==> src/dppa_pkg.sv <==
// Constants shared by the dual port peripheral adapter and its side logic.
// Assumes one synchronous clock standing in for the phase-two clock.
package dppa_pkg;

    // Register addresses on the two register-select lines
    localparam logic [1:0] ADDR_DATA_A = 2'h0;
    localparam logic [1:0] ADDR_CTL_A = 2'h1;
    localparam logic [1:0] ADDR_DATA_B = 2'h2;
    localparam logic [1:0] ADDR_CTL_B = 2'h3;

    // Control register field positions
    localparam int CTL_FLAG1_BIT = 7;
    localparam int CTL_FLAG2_BIT = 6;
    localparam int CTL_MODE2_HI = 5;
    localparam int CTL_MODE2_LO = 3;
    localparam int CTL_SEL_BIT = 2;
    localparam int CTL_MODE1_HI = 1;
    localparam int CTL_MODE1_LO = 0;
    // Meaning of the mode bits inside those fields
    localparam int CTL_EN1_BIT = 0;
    localparam int CTL_EDGE1_BIT = 1;
    localparam int CTL_EN2_BIT = 3;
    localparam int CTL_EDGE2_BIT = 4;
    localparam int CTL_OUT2_BIT = 5;

    // Reset values of the control, direction, output and holding registers
    localparam logic [7:0] RST_CTL = 8'h00;
    localparam logic [7:0] RST_DIR = 8'h00;
    localparam logic [7:0] RST_OUT = 8'h00;
    localparam logic [7:0] RST_BUF = 8'h00;

    // Cycles from the write capture to the register update
    localparam int WR_COMMIT_CYCLES = 1;

endpackage : dppa_pkg

==> src/dppa_side_if.sv <==
// Link between the register decoder and one side's logic.
// Assumes both ends run on the same clock.
`timescale 1ns/1ps
`default_nettype none
interface dppa_side_if;
    logic [7:0] wr_data; // Held write data
    logic wr_ctl; // Pulse: commit control register
    logic wr_dir; // Pulse: commit direction register
    logic wr_out; // Pulse: commit output register
    logic rd_port; // Pulse: port read, clears flags
    logic [7:0] ctl; // Control register image
    logic [7:0] dir; // Direction register
    logic [7:0] pout; // Output register
    logic irq_oe; // Request line pulled low
    logic c2_out; // Second control line drive level
    logic c2_oe; // Second control line driven

    // Decoder end
    modport decoder (output wr_data, wr_ctl, wr_dir, wr_out, rd_port,
                     input ctl, dir, pout, irq_oe, c2_out, c2_oe);
    // Side end
    modport side (input wr_data, wr_ctl, wr_dir, wr_out, rd_port,
                  output ctl, dir, pout, irq_oe, c2_out, c2_oe);
endinterface : dppa_side_if
`default_nettype wire

==> src/dppa_side.sv <==
// One side of the adapter: control, direction and output registers,
// control line synchronisers, edge detection and interrupt request.
// Assumes write pulses come from the decoder one cycle after capture.
`timescale 1ns/1ps
`default_nettype none
module dppa_side
    import dppa_pkg::*;
(
    // Clock and reset
    input wire logic clk,
    input wire logic reset_n,
    // Peripheral control lines
    input wire logic ctl_in1,
    input wire logic ctl_in2,
    // Decoder link
    dppa_side_if.side lnk
);

    logic [2:0] sync1; // Line one: two sync stages and previous value
    logic [2:0] sync2; // Line two: two sync stages and previous value
    logic flag1; // Status flag of line one
    logic flag2; // Status flag of line two
    logic [5:0] mode; // Writable control bits 5..0
    logic [7:0] dir; // Direction register
    logic [7:0] pout; // Output register
    logic irq_oe; // Registered request
    logic c2_out; // Registered drive level of line two
    logic c2_oe; // Registered drive enable of line two
    logic edge1; // Active transition on line one
    logic edge2; // Active transition on line two

    // Synchronise control inputs; stage 0 feeds only stage 1
    always_ff @(posedge clk or negedge reset_n) begin
        if (!reset_n) begin
            sync1 <= 3'h0;
            sync2 <= 3'h0;
        end else begin
            sync1 <= {sync1[1:0], ctl_in1};
            sync2 <= {sync2[1:0], ctl_in2};
        end
    end

    // Edge polarity chosen by the mode bits; line two only as input
    always_comb begin
        edge1 = mode[CTL_EDGE1_BIT] ? (sync1[1] & ~sync1[2])
                                    : (~sync1[1] & sync1[2]);
        edge2 = ~mode[CTL_OUT2_BIT] &
                (mode[CTL_EDGE2_BIT] ? (sync2[1] & ~sync2[2])
                                     : (~sync2[1] & sync2[2]));
    end

    // Status flags: set by edges, cleared by port read, set wins
    always_ff @(posedge clk or negedge reset_n) begin
        if (!reset_n) begin
            flag1 <= RST_CTL[CTL_FLAG1_BIT];
            flag2 <= RST_CTL[CTL_FLAG2_BIT];
        end else begin
            flag1 <= edge1 | (flag1 & ~lnk.rd_port);
            flag2 <= edge2 | (flag2 & ~lnk.rd_port);
        end
    end

    // Writable control bits; flags stay read only
    always_ff @(posedge clk or negedge reset_n) begin
        if (!reset_n) begin
            mode <= RST_CTL[5:0];
        end else if (lnk.wr_ctl) begin
            mode <= lnk.wr_data[5:0];
        end
    end

    // Direction and output registers
    always_ff @(posedge clk or negedge reset_n) begin
        if (!reset_n) begin
            dir <= RST_DIR;
            pout <= RST_OUT;
        end else begin
            if (lnk.wr_dir) begin
                dir <= lnk.wr_data;
            end
            if (lnk.wr_out) begin
                pout <= lnk.wr_data;
            end
        end
    end

    // Request and second-line drive, registered
    always_ff @(posedge clk or negedge reset_n) begin
        if (!reset_n) begin
            irq_oe <= 1'b0;
            c2_out <= 1'b0;
            c2_oe <= 1'b0;
        end else begin
            irq_oe <= (flag1 & mode[CTL_EN1_BIT]) |
                      (flag2 & mode[CTL_EN2_BIT]);
            c2_out <= mode[CTL_EN2_BIT];
            c2_oe <= mode[CTL_OUT2_BIT];
        end
    end

    // Images back to the decoder
    assign lnk.ctl = {flag1, flag2, mode};
    assign lnk.dir = dir;
    assign lnk.pout = pout;
    assign lnk.irq_oe = irq_oe;
    assign lnk.c2_out = c2_out;
    assign lnk.c2_oe = c2_oe;

endmodule : dppa_side
`default_nettype wire

==> src/dppa_top.sv <==
// Dual port peripheral adapter: processor bus slave, write holding
// register, register decode and two independent port sides.
// Assumes bus inputs and peripheral lines are synchronous to clk.
`timescale 1ns/1ps
`default_nettype none

// Function
// Capture write data, commit one cycle later
// Two independent sides, each full register set
// Control bit 2 selects output or direction
// Decode register from selects and bit 2
// Processor sets bit 2 before data access
// Direction bit one output, zero input
// Output register bit drives port A line
// Port B output register works like A
// Port read returns present pin levels
// Status logic detects control line transitions
// Bits 7 and 6 hold line flags
// Mode fields bits 5..3 and 1..0
// Port B behaves like port A
// Addresses 0..3 map data A, ctl A, data B, ctl B
// Reset clears every internal register
// Request low on flag with its enable
// Port read clears both flags of side
// Synchronise control inputs before edge detection
module dppa_top
    import dppa_pkg::*;
(
    // Clock and reset
    input wire logic clk,
    input wire logic reset_n,
    // Processor bus
    input wire logic chip_sel0,
    input wire logic chip_sel1,
    input wire logic chip_sel2_n,
    input wire logic rw,
    input wire logic reg_sel_lo,
    input wire logic reg_sel_hi,
    input wire logic [7:0] data_in,
    output logic [7:0] data_out,
    output logic data_oe,
    // Interrupt requests, open drain
    input wire logic irq_out_a_n_in,
    output logic irq_out_a_n_out,
    output logic irq_out_a_n_oe,
    input wire logic irq_out_b_n_in,
    output logic irq_out_b_n_out,
    output logic irq_out_b_n_oe,
    // Port A lines
    input wire logic [7:0] port_a_lines_in,
    output logic [7:0] port_a_lines_out,
    output logic [7:0] port_a_lines_oe,
    // Port B lines
    input wire logic [7:0] port_b_lines_in,
    output logic [7:0] port_b_lines_out,
    output logic [7:0] port_b_lines_oe,
    // Side A control lines
    input wire logic ctl_in_a1,
    input wire logic ctl_io_a2_in,
    output logic ctl_io_a2_out,
    output logic ctl_io_a2_oe,
    // Side B control lines
    input wire logic ctl_in_b1,
    input wire logic ctl_io_b2_in,
    output logic ctl_io_b2_out,
    output logic ctl_io_b2_oe
);

    logic selected; // Chip select decode
    logic [1:0] addr; // Register address from select lines
    logic [7:0] bus_buffer; // Write holding register
    logic pend_wr; // Write waiting to commit
    logic [1:0] pend_addr; // Address of the waiting write
    logic [7:0] next_data_out; // Read data mux
    logic rd_a; // Read of port A this cycle
    logic rd_b; // Read of port B this cycle

    // One link per side
    dppa_side_if lnk_a ();
    dppa_side_if lnk_b ();

    // Bus decode
    assign selected = chip_sel0 & chip_sel1 & ~chip_sel2_n;
    assign addr = {reg_sel_hi, reg_sel_lo};

    // Capture write data during the access cycle
    always_ff @(posedge clk or negedge reset_n) begin
        if (!reset_n) begin
            bus_buffer <= RST_BUF;
            pend_wr <= 1'b0;
            pend_addr <= ADDR_DATA_A;
        end else begin
            pend_wr <= selected & ~rw;
            if (selected && !rw) begin
                bus_buffer <= data_in;
                pend_addr <= addr;
            end
        end
    end

    // Commit strobes: address, plus the side's select bit for the data registers
    always_comb begin
        lnk_a.wr_data = bus_buffer;
        lnk_b.wr_data = bus_buffer;
        lnk_a.wr_ctl = pend_wr & (pend_addr == ADDR_CTL_A);
        lnk_b.wr_ctl = pend_wr & (pend_addr == ADDR_CTL_B);
        // Bit 2 set picks the output register, clear the direction
        lnk_a.wr_out = pend_wr & (pend_addr == ADDR_DATA_A) &
                       lnk_a.ctl[CTL_SEL_BIT];
        lnk_a.wr_dir = pend_wr & (pend_addr == ADDR_DATA_A) &
                       ~lnk_a.ctl[CTL_SEL_BIT];
        lnk_b.wr_out = pend_wr & (pend_addr == ADDR_DATA_B) &
                       lnk_b.ctl[CTL_SEL_BIT];
        lnk_b.wr_dir = pend_wr & (pend_addr == ADDR_DATA_B) &
                       ~lnk_b.ctl[CTL_SEL_BIT];
    end

    // Port reads with bit 2 set clear that side's flags
    always_comb begin
        rd_a = selected & rw & (addr == ADDR_DATA_A) &
               lnk_a.ctl[CTL_SEL_BIT];
        rd_b = selected & rw & (addr == ADDR_DATA_B) &
               lnk_b.ctl[CTL_SEL_BIT];
        lnk_a.rd_port = rd_a;
        lnk_b.rd_port = rd_b;
    end

    // Read data selection
    always_comb begin
        unique case (addr)
            ADDR_DATA_A: begin
                // Pin levels or direction register
                next_data_out = lnk_a.ctl[CTL_SEL_BIT] ?
                                port_a_lines_in : lnk_a.dir;
            end
            ADDR_CTL_A: begin
                next_data_out = lnk_a.ctl;
            end
            ADDR_DATA_B: begin
                next_data_out = lnk_b.ctl[CTL_SEL_BIT] ?
                                port_b_lines_in : lnk_b.dir;
            end
            ADDR_CTL_B: begin
                next_data_out = lnk_b.ctl;
            end
        endcase
    end

    // Registered read answer and bus drive
    always_ff @(posedge clk or negedge reset_n) begin
        if (!reset_n) begin
            data_out <= 8'h00;
            data_oe <= 1'b0;
        end else begin
            data_oe <= selected & rw;
            if (selected && rw) begin
                data_out <= next_data_out;
            end
        end
    end

    // Side A logic
    dppa_side side_a (
        .clk(clk),
        .reset_n(reset_n),
        .ctl_in1(ctl_in_a1),
        .ctl_in2(ctl_io_a2_in),
        .lnk(lnk_a.side)
    );

    // Side B logic
    dppa_side side_b (
        .clk(clk),
        .reset_n(reset_n),
        .ctl_in1(ctl_in_b1),
        .ctl_in2(ctl_io_b2_in),
        .lnk(lnk_b.side)
    );

    // Port lines straight from side registers
    assign port_a_lines_out = lnk_a.pout;
    assign port_a_lines_oe = lnk_a.dir;
    assign port_b_lines_out = lnk_b.pout;
    assign port_b_lines_oe = lnk_b.dir;

    // Open-drain requests: drive low while pulled
    assign irq_out_a_n_out = 1'b0;
    assign irq_out_a_n_oe = lnk_a.irq_oe;
    assign irq_out_b_n_out = 1'b0;
    assign irq_out_b_n_oe = lnk_b.irq_oe;

    // Second control lines in output mode
    assign ctl_io_a2_out = lnk_a.c2_out;
    assign ctl_io_a2_oe = lnk_a.c2_oe;
    assign ctl_io_b2_out = lnk_b.c2_out;
    assign ctl_io_b2_oe = lnk_b.c2_oe;

endmodule : dppa_top
`default_nettype wire

==> config.mk <==
export PLATFORM = sky130hd
export DESIGN_NAME = dppa_top
export DESIGN_NICKNAME = d
export VERILOG_FILES = /design/src/dppa_pkg.sv /design/src/dppa_side_if.sv /design/src/dppa_side.sv /design/src/dppa_top.sv
export SDC_FILE = /design/constraint.sdc
export NUM_CORES = 1
export LEC_CHECK = 0
export CAP_MARGIN = 20
export CORE_MARGIN = 4
export CORE_UTILIZATION = 62
export CTS_CLUSTER_DIAMETER = 30
export DETAILED_ROUTE_END_ITERATION = 8
export DONT_BUFFER_PORTS = 1
export GPL_TIMING_DRIVEN = 0
export HOLD_SLACK_MARGIN = 0.02
export PLACE_DENSITY = 0.78
export SLEW_MARGIN = 20
export SYNTH_ARGS = -nofsm -noshare
export SYNTH_HDL_FRONTEND = slang
export SYNTH_HIERARCHICAL = 1
export SYNTH_SLANG_ARGS = --single-unit
==> constraint.sdc <==
create_clock -name clk -period 1.7 [get_ports clk]
set_input_delay 0.085 -clock clk [delete_from_list [all_inputs] [get_ports clk]]
set_output_delay 0.085 -clock clk [all_outputs]
set_load 0.05 [all_outputs]
==> results of run 1 <==
cell usage after synthesis (all sizes together):
| cell type | number |
|---|---|
| dfrtp | 86 |
| mux2 | 76 |
| buf | 19 |
| nor2 | 13 |
| a21oi | 7 |
| a222oi | 7 |
| and3 | 4 |
| nand2 | 4 |
| and3b | 3 |
| a211o | 2 |
| a221o | 2 |
| a22o | 2 |
| inv | 2 |
| nor2b | 2 |
| nor4b | 2 |
| nor4bb | 2 |
| a21o | 1 |
| a41oi | 1 |
| and4b | 1 |
| clkbuf | 1 |
| conb | 1 |
| nand3 | 1 |
| nor3 | 1 |
| nor3b | 1 |
| o21ai | 1 |
| or3b | 1 |
path summary, 6_finish.rpt:
path	start	to	slack (ns)
worst max-delay path	side_a/lnk.dir[2]	data_out[2]	0.09
worst min-delay path	reset_n	side_a/lnk.dir[2]	-0.58
worst max register to register	side_a/lnk.dir[2]	data_out[2]	0.09
worst min register to register	side_b/sync2[0]	side_b/sync2[1]	0.35
max in group asynchronous	reset_n	side_b/lnk.dir[4]	2.15
min in group clk	chip_sel2_n	pend_wr	0.04
placed cells by master, fill, tap and decap left out, types with 3 or more instances in the layout:
| cell type | n |
|---|---|
| buf_4 | 7 |
| buf_2 | 5 |
| a21oi_1 | 7 |
| a222oi_1 | 7 |
| nor2_1 | 13 |
| clkbuf_8 | 9 |
| dfrtp_1 | 86 |
| buf_6 | 7 |
| mux2_4 | 38 |
| mux2_2 | 38 |
| and3_1 | 3 |
| nand2_1 | 4 |
| dlygate4sd3_1 | 13 |
power by group through the flow:
stage               Clock (mW)  Combinational [mW]  Sequential [mW]
global route              1.69                1.16             4.04
global placement             0                1.01             3.98
finish                    1.57                1.08             3.96
detailed placement           0                1.04             4.00
floorplan                    0               0.923             3.82
CTS                       1.60                1.08             3.96
routing by layer:
| metal | share of wire [%] | wire length [um] | vias up | track usage [%] |
|---|---|---|---|---|
| li1 | - | - | 925 | - |
| met3 | 9.2 | 710 | 10 | 9.13 |
| met4 | 1.1 | 85 | 0 | 7.91 |
| met1 | 43 | 3310 | 1049 | 29.9 |
| met5 | 0 | 0 | - | 0 |
| met2 | 47 | 3610 | 79 | 34.5 |
final cells by class:
| class | count | area (um2) |
|---|---|---|
| buffer | 20 | 160 |
| clock buffer | 9 | 124 |
| clock inverter | 7 | 97.6 |
| fill | 365 | 1490 |
| inverter | 2 | 7.51 |
| multi-input combinational | 136 | 1390 |
| sequential | 86 | 2150 |
| tap | 72 | 90.1 |
| timing repair buffer | 13 | 130 |
kinds of logic after synthesis:
kind of cell           synth area share [%]
flip-flops                             58.0
other                                 0.101
buffers and inverters                  4.52
multiplexers                           26.9
AO/OA/AOI/OAI                          4.89
AND/OR/NAND/NOR                        5.50
through the flow:
stage / cells / cell area (um2) / hold WS, ns / setup WS (ns) / power [mW]
final: 345 / 4150 / -0.585 / 0.0919 / 6.60
after global routing: 345 / 4150 / -0.610 / 0.0394 / 6.90
after CTS: 345 / 4150 / -0.599 / 0.0698 / 6.64
after detailed placement: 316 / 3800 / -0.209 / 0.0888 / 5.05
after global placement: 316 / 3800 / -0.208 / 0.137 / 4.99
after floorplan: 244 / 3710 / -0.211 / 0.194 / 4.75
flip-flops by register name (all words and copies together) (netlist names), 6 cells and up:
register,flops
side_b/mode,6
data_out,8
side_a/lnk.dir,8
bus_buffer,8
side_a/lnk.pout,8
side_b/lnk.dir,8
side_b/lnk.pout,8
side_a/mode,6
==> metrics.md, run 1 <==
| Metric | Value |
|---|---|
| Wire per inst | `22.3 um` |
| Die width | `85.3 um` |
| WP buf/inv | `0` |
| Die Y | `85.3 um` |
| Sw Pwr | `2.56 mW` |
| Area contributors post-synth | `dfrtp_1 (58%), mux2_4 (15%), mux2_2 (12%)` |
| CP top delay family | `flip-flops` |
| ANT nets after route | `0` |
| Reg power frac | `59.9%` |
| Total Routing Usage GR | `22.8%` |
| WHS | `-0.585 ns` |
| Via-to-Cell Ratio | `5.98` |
| Global placement routability congestion | `0.841` |
| Vias in the first global route | `2,335` |
| ANT cells | `0` |
| R2R depth | `3` |
| Leakage | `1.91 nW` |
| Post-synth top area cell | `dfrtp_1` |
| PD cells | `1590 mW/mm2` |
| WS Path Type | `reg -> reg` |
| Sink Count | `86` |
| Final setup violating endpoints | `0` |
| Distinct cells, synth | `31` |
| Sw Ratio | `38.8%` |
| Initial Util | `65.7%` |
| Tmin final | `1.61 ns` |
| RSZ-0062 raised after global routing | `false` |
| Syn Area/Cell | `15.3 um2` |
| Min-Delay Path Class | `in -> async` |
| Initial antenna violation count | `0` |
| CTS H-tree depth | `3` |
| Status | `finished with violations` |
| Total Routed Length | `7.71 mm` |
| Pins over their slew limit | `0` |
| Area of the die | `0.00728 mm2` |
| Max Clock Freq | `0.622 GHz` |
| CP startpoint kind | `flop` |
| Critical path capture point type | `flop` |
| Cts hold-fix bufs | `13` |
| Row count | `27` |
| Setup total negative slack | `0 ns` |
| First-pass GRT wire length | `12.5 mm` |
| Num CTS Buffers | `9` |
| Max-cap violations | `0` |
| Post-synthesis cell area | `0.00371 mm2` |
| Initial DRC Count | `115` |
| Post CTS Setup Buffer Count | `0` |
| Detailed Place HPWL | `5.11 mm` |
| Violated checks | `negative hold slack` |
| Longest Clk Path Bufs | `2` |
| Largest net degree at the start of global routing | `87` |
| Final hold vios | `86` |
| Final Skew | `0.00525 ns` |
| GRT Residual Overflow | `0` |
| Clock power share | `23.7%` |
| Yosys reg bits | `86` |
| # DRC | `0` |
| CP Max Fanout | `3` |
| Part of the Yosys area used for sequential elements | `58.0%` |
| Vias | `2,063` |
| Post-route core utilization | `73.6%` |
| Part of the cycle the worst path needs | `94.6%` |
| 1st-pass router iterations | `4` |
| VDD IR-drop max | `0.000861 V` |
| PortBufs | `0` |
| Worst path cell trace | `or3b_2 -> a21o_1 -> a41oi_1` |
| Clk_lat worst skew | `0.35 ns` |
| YS warnings | `6` |
| CTS tree | `built` |
| Floorplan core area | `0.00564 mm2` |
| Combinational power share | `16.4%` |
| Critical path required time | `1.97 ns` |
| Root Driver | `clkbuf_8` |
| Area grow syn2layout | `12.0%` |
| Crit. path cell count | `3` |
| Final nets | `306` |
| Layout cells sized above 1 | `41.8%` |
| Internal | `4.04 mW` |
| Ports | `87` |
| Mapped Cells | `243` |
| Worst-path clk slew | `0.09 ns` |
| CTS resizes | `0` |
| Critical Path Max Stage Delay | `0.67 ns` |
| Post-synth top area share | `58.0%` |
| Tightest Pin Transition | `0.616 ns` |
| CP max-delay cell | `dfrtp_1` |
| Crit path DAT | `1.88 ns` |
| Max transition margin | `58.8%` |
Note: power is estimated with default switching activity, not from simulation.
==> inputs of run 2 (changes only) <==
Settings changed: CORE_UTILIZATION 62 to 60, HOLD_SLACK_MARGIN 0.02 to not set, PLACE_DENSITY 0.78 to 0.76.
==> metrics.md, run 2 (synthesis gave the netlist of run 1 again) <==
| Metric | Value |
|---|---|
| Max transition margin | `55.5% (-3.3 points)` |
| Ports | `87 (unchanged)` |
| Final Skew | `0.00618 ns (+0.000929 ns)` |
| Initial DRC Count | `121 (+5.2%)` |
| Sink Count | `86 (unchanged)` |
| CTS resizes | `0 (unchanged)` |
| Leakage | `1.90 nW (-0.99%)` |
| Worst setup margin | `0.111 ns (+0.0190 ns)` |
| Crit path DAT | `1.81 ns (-0.07 ns)` |
| Floorplan core area | `0.00596 mm2 (+5.6%)` |
| Post CTS Setup Buffer Count | `0 (unchanged)` |
| Max Clock Freq | `0.629 GHz (+1.2%)` |
| Initial antenna violation count | `0 (unchanged)` |
| PD cells | `1540 mW/mm2 (-2.9%)` |
| 1st-pass router iterations | `6 (+2)` |
| Violated checks | `negative hold slack` |
| Critical path required time | `1.92 ns (-0.05 ns)` |
| Worst-path clk slew | `0.08 ns (about the same)` |
| Area grow syn2layout | `10.6%` |
| Largest net degree at the start of global routing | `87 (unchanged)` |
| First-pass GRT wire length | `12.6 mm (+0.38%)` |
| Setup total negative slack | `0 ns (unchanged)` |
| Longest Clk Path Bufs | `2 (unchanged)` |
| Area of the die | `0.00750 mm2 (+3.0%)` |
| CTS tree | `built` |
| Layout cells sized above 1 | `41.1% (-0.65 points)` |
| Wire per inst | `22.9 um (+2.5%)` |
| Die width | `86.6 um (+1.5%)` |
| Part of the cycle the worst path needs | `93.5% (-1.1 points)` |
| Vias | `2,101 (+1.8%)` |
| Post-route insts no fill | `345 (unchanged)` |
| Cts hold-fix bufs | `12 (-1)` |
| Final setup violating endpoints | `0 (unchanged)` |
| Total Routing Usage GR | `22.8% (+0.029 points)` |
| Detailed Place HPWL | `5.31 mm (+3.9%)` |
| CP max-delay cell | `dfrtp_1` |
| Total Routed Length | `7.90 mm (+2.5%)` |
| CTS H-tree depth | `3 (unchanged)` |
| WHS | `-0.575 ns (+0.00999 ns)` |
| Post-route core utilization | `68.8% (-4.8 points)` |
| VDD IR-drop max | `0.000887 V (+3.1%)` |
| Root Driver | `clkbuf_8` |
| Max-cap violations | `0 (unchanged)` |
| Vias in the first global route | `2,325 (-0.43%)` |
| Final hold vios | `86 (unchanged)` |
| Setup slack, reg-to-reg | `0.11 ns (+0.02 ns)` |
| Placed insts | `319 (+0.95%)` |
| Via-to-Cell Ratio | `6.09 (+1.8%)` |
| CP startpoint kind | `flop` |
| Die Y | `86.6 um (+1.5%)` |
| WS Path Type | `reg -> reg` |
| Final nets | `305 (-0.33%)` |
| Pre-CTS setup slack | `0.0774 ns (-0.0113 ns)` |
| Global placement routability congestion | `0.779 (-7.4%)` |
| Tightest Pin Transition | `0.665 ns (+0.0487 ns)` |
| Row count | `28 (+3.7%)` |
| # DRC | `0 (unchanged)` |
| R2R depth | `3 (unchanged)` |
| CP Max Fanout | `3 (unchanged)` |
| Pins over their slew limit | `0 (unchanged)` |
| Initial Util | `62.2% (-3.5 points)` |
| Num CTS Buffers | `9 (unchanged)` |
| GRT Residual Overflow | `0 (unchanged)` |
| Critical path capture point type | `flop` |
| Clk_lat worst skew | `0.35 ns (about the same)` |
| RSZ-0062 raised after global routing | `false` |
| ANT nets after route | `0 (unchanged)` |
| PortBufs | `0 (unchanged)` |
| Worst flop-to-flop path startpoint | `side_a/lnk.dir[1]` |
| Status | `finished with violations` |
| Min-Delay Path Class | `in -> async` |
| ANT cells | `0 (unchanged)` |
| Critical Path Max Stage Delay | `0.59 ns (-0.08 ns)` |
| Most common cell after layout, fill and taps aside | `dfrtp_1` |
| R2R Path End | `data_out[1]` |
| Tmin final | `1.59 ns (-0.0190 ns)` |
| Most frequent cells in the layout | `dfrtp_1 (86), mux2_2 (38), mux2_4 (38)` |
| Worst path cell trace | `mux2_4 -> a222oi_1 -> a21oi_1` |
[run 2: cell count changes in the layout (fill, tap and decap cells not counted)]
cell,change
dlygate4sd3_1,-1
clkinv_4,-1
inv_6,-1
bufinv_16,-2
clkbuf_8,+3
clkbuf_1,+1
clkinvlp_4,-2
[run 2: metrics by stage]
stage | power [mW] | cell area [um2]
after CTS | 6.37 | 4100
after global routing | 6.61 | 4100
final | 6.33 | 4100
after detailed placement | 5.06 | 3800
after floorplan | 4.75 | 3710
after global placement | 4.99 | 3800
[run 2: metal layers]
layer | track usage, % | up-vias | wire length [um]
li1 | - | 918 | -
met1 | 29.9 | 1094 | 3290
met2 | 36.0 | 82 | 3840
met3 | 8.56 | 7 | 695
met4 | 6.09 | 0 | 74
met5 | 0 | - | 0
[run 2: layout make-up]
type / count / area (um2)
fillers: 438 / 1860
inverters: 2 / 7.51
repair buffers: 12 / 120
multi-input cells: 136 / 1390
flip-flops and latches: 86 / 2150
clock inverters: 1 / 5.00
clock buffers: 13 / 169
well taps: 75 / 93.8
plain buffers: 20 / 160
[run 2: worst max path at each step]
stage / startpoint / to / slack [ns] / cells past startpoint
2_1_floorplan: side_a/lnk.dir[2] / data_out[2] / 0.19 / 3
3_3_place_gp: side_a/lnk.dir[2] / data_out[2] / 0.14 / 3
3_5_place_dp: reg_sel_hi / side_a/flag1 / 0.08 / 5
4_1_cts: side_a/lnk.dir[2] / data_out[2] / 0.1 / 3
5_1_grt: side_a/lnk.dir[4] / data_out[4] / 0.06 / 3
6_report: side_a/lnk.dir[1] / data_out[1] / 0.11 / 3
[run 2: worst max-delay path: cells and delay by family, from the launching register on]
| family | cells | cell delay, ns |
|---|---|---|
| multiplexers | 1 | 0.37 |
| AO/OA/AOI/OAI | 2 | 0.50 |
| flip-flops | 1 | 0.59 |
[run 2: power by group]
group / total (mW) / internal (mW) / switching [mW]
Sequential: 3.97 / 2.46 / 1.50
Combinational: 1.08 / 0.742 / 0.333
Clock: 1.29 / 0.634 / 0.655
==> inputs of run 3 (changes only) <==
Settings changed: SYNTH_HIERARCHICAL 1 to not set.
==> metrics.md, run 3 <==
| Metric | Value |
|---|---|
| Status | `finished with violations` |
| Violated checks | `negative hold slack, negative setup slack` |
| Max transition margin | `58.3% (+2.8 points)` |
| M1 GR Usage | `27.4% (-2.5 points)` |
| Die width | `84.7 um (-2.2%)` |
| Mapped Cells | `218 (-10%)` |
| Initial DRC Count | `68 (-44%)` |
| Tightest Pin Transition | `0.625 ns (-0.0390 ns)` |
| Most frequent cells in the layout | `dfrtp_1 (71), mux2_2 (64), dfrtp_2 (15)` |
| FILL cells | `376 (-14%)` |
| Total power | `6.83 mW (+7.9%)` |
| Max Clock Freq | `0.583 GHz (-7.3%)` |
| Area after DPL | `0.00362 mm2 (-4.8%)` |
| Floorplan core area | `0.00561 mm2 (-5.8%)` |
| Num CTS Buffers | `9 (unchanged)` |
| Area of the die | `0.00717 mm2 (-4.4%)` |
| Crit path DAT | `1.95 ns (+0.14 ns)` |
| # DRC | `0 (unchanged)` |
| Critical path capture point type | `flop` |
| Via-to-Cell Ratio | `6.02 (-1.2%)` |
| Worst-path clk slew | `0.08 ns (about the same)` |
| Final hold vios | `86 (unchanged)` |
| Detailed Place HPWL | `5.18 mm (-2.4%)` |
| WS Path Type | `reg -> reg` |
| ANT nets after route | `0 (unchanged)` |
| Root Driver | `clkbuf_8` |
| Total Routed Length | `7.51 mm (-5.0%)` |
| WHS | `-0.577 ns (-0.00210 ns)` |
| Leading cell types by count after synthesis | `dfrtp_1 (86), mux2_2 (65), nor2_1 (8)` |
| Syn Area/Cell | `16.2 um2 (+6.0%)` |
| Pins over their slew limit | `0 (unchanged)` |
| GRT Residual Overflow | `0 (unchanged)` |
| Area grow syn2layout | `16.9%` |
| Layout cells sized above 1 | `50.8% (+9.7 points)` |
| Finished Cell Area | `0.00412 mm2 (+0.58%)` |
| GR Layer Usage met3 | `7.46% (-1.1 points)` |
| Vias in the first global route | `2,198 (-5.5%)` |
| Total Routing Usage GR | `22.2% (-0.56 points)` |
| Most common cell after layout, fill and taps aside | `dfrtp_1` |
| Setup total negative slack | `-0.0410 ns (-0.0410 ns)` |
| Multi-input logic area | `0.00134 mm2 (-4.0%)` |
| Distinct cells, synth | `32 (+3.2%)` |
| Post-synth top area cell | `dfrtp_1` |
| Yosys reg bits | `86 (unchanged)` |
| Met2 usage | `36.4% (+0.49 points)` |
| Ports | `87 (unchanged)` |
| GRT busiest layer | `met2` |
| Part of the cycle the worst path needs | `101% (+7.4 points)` |
| First-pass GRT wire length | `12.0 mm (-4.9%)` |
| R2R depth | `4 (+1)` |
| Largest net degree at the start of global routing | `87 (unchanged)` |
| Setup slack, reg-to-reg | `-0.02 ns (-0.13 ns)` |
| CP Max Fanout | `6 (+3)` |
| Final setup violating endpoints | `4 (+4)` |
| Leakage | `1.87 nW (-1.5%)` |
| Clk_lat worst skew | `0.35 ns (about the same)` |
| PortBufs | `0 (unchanged)` |
| Worst setup margin | `-0.0151 ns (-0.126 ns)` |
| Wire per inst | `22.8 um (-0.34%)` |
| CP startpoint kind | `flop` |
| Part of the Yosys area used for sequential elements | `61.0% (+3.0 points)` |
| Initial antenna violation count | `1 (+1)` |
| Critical path required time | `1.94 ns (+0.02 ns)` |
| PD cells | `1660 mW/mm2 (+7.2%)` |
| Count leader, synth | `dfrtp_1` |
| Ys flop type | `dfrtp_1` |
| R2R Path End | `data_out[6]` |
| Sink Count | `86 (unchanged)` |
| Final Skew | `0.00784 ns (+0.00166 ns)` |
| Number of enable flip-flop cells after synthesis | `0 (unchanged)` |
| Longest Clk Path Bufs | `2 (unchanged)` |
| Post-synthesis cell area | `0.00353 mm2 (-4.9%)` |
| Min-Delay Path Class | `in -> async` |
| Die Y | `84.7 um (-2.2%)` |
| Final nets | `289 (-5.2%)` |
| Worst flop-to-flop path startpoint | `side_b.mode[2]` |
| CTS H-tree depth | `3 (unchanged)` |
| Row count | `27 (-3.6%)` |
| YS warnings | `0 (-6)` |
| Vias | `1,980 (-5.8%)` |
| Initial Util | `62.9% (+0.63 points)` |
| Max-cap violations | `0 (unchanged)` |
| 1st-pass router iterations | `4 (-2)` |
| RSZ-0062 raised after global routing | `true` |
| FF/Latch Area | `0.00217 mm2 (+0.87%)` |
| CTS tree | `built` |
| VDD IR-drop max | `0.000936 V (+5.5%)` |
| Ys async rst share | `100% (unchanged)` |
| Post-synth top area share | `61.0% (+3.0 points)` |
| Tmin final | `1.72 ns (+0.126 ns)` |
| Global placement routability congestion | `0.805 (+3.4%)` |
| Post-route core utilization | `73.5% (+4.7 points)` |
| Area contributors post-synth | `dfrtp_1 (61%), mux2_2 (21%), mux4_2 (4.5%)` |
## run 3: changes by cell type in the layout (fill, tap and decap cells not counted), moves of 7 or more
cell | before | now
mux2_2 | 38 | 64
dfrtp_1 | 86 | 71
mux2_4 | 38 | 11
dfrtp_2 | 0 | 15
a222oi_1 | 7 | 0
mux4_2 | 0 | 7
## run 3: metrics by stage
step	instances	setup slack [ns]
CTS	326	-0.00594
global placement	291	-0.134
global route	329	-0.0341
detailed placement	291	-0.194
floorplan	219	0.00234
finish	329	-0.0151
## run 3: worst max path at each step
stage | start | to | slack [ns] | depth (start not counted)
CTS | side_a.mode[2] | data_out[5] | -0.006 | 4
global route | side_b.mode[2] | data_out[5] | -0.03 | 4
finish | side_b.mode[2] | data_out[6] | -0.02 | 4
floorplan | side_b.lnk.dir[3] | data_out[3] | 0.002 | 3
global placement | side_a.mode[2] | data_out[5] | -0.13 | 4
detailed placement | side_a.mode[2] | side_a.lnk.dir[6] | -0.19 | 3
## run 3: timing repair
action | CTS | global route
setup buffers | 6 | 1
pin swaps | 1 | 1
setup endpoints to repair | 15 | 31
hold buffers | 13 | 1
resized for setup | 16 | 7
endpoints found under the hold margin | 99 | 87
## run 3: critical path: stages, from the launching register on
cell	delay, ns
dfrtp_1	0.42
buf_6	0.16
mux2_4	0.30
mux4_2	0.46
mux2_4	0.26
## run 3: area by class of cell
type                            instances  share of cell area [%]
Sequential cell                        86                    52.7
Clock buffer                           10                    3.10
Multi-Input combinational cell        123                    32.4
Clock inverter                          6                    2.67
Inverter                                1                  0.0910
Timing Repair Buffer                   21                    5.25
Tap cell                               72                    2.19
Antenna cell                            1                  0.0607
Buffer                                  9                    1.61
## run 3: cells by family (layout without fill, tap and decap cells)
| logic type | count (synthesis) | in the layout | share of synthesized area [%] |
|---|---|---|---|
| other cells | 1 | 3 | 0.106 |
| simple gates | 28 | 28 | 5.43 |
| buf+inv | 10 | 47 | 1.81 |
| flops | 86 | 86 | 61.0 |
| mux | 82 | 82 | 29.2 |
| compound gates | 11 | 11 | 2.45 |
## run 3: routing by layer
metal | share of wire [%] | vias up
li1 | - | 863
met3 | 7.3 | 14
met1 | 40 | 1027
met2 | 50 | 76
met5 | 0 | -
met4 | 2.0 | 0
## run 3: power by group
| group | internal [mW] | total [mW] | switching (mW) |
|---|---|---|---|
| combinational | 0.771 | 1.12 | 0.345 |
| sequential | 2.51 | 4.04 | 1.53 |
| clock | 0.973 | 1.67 | 0.699 |
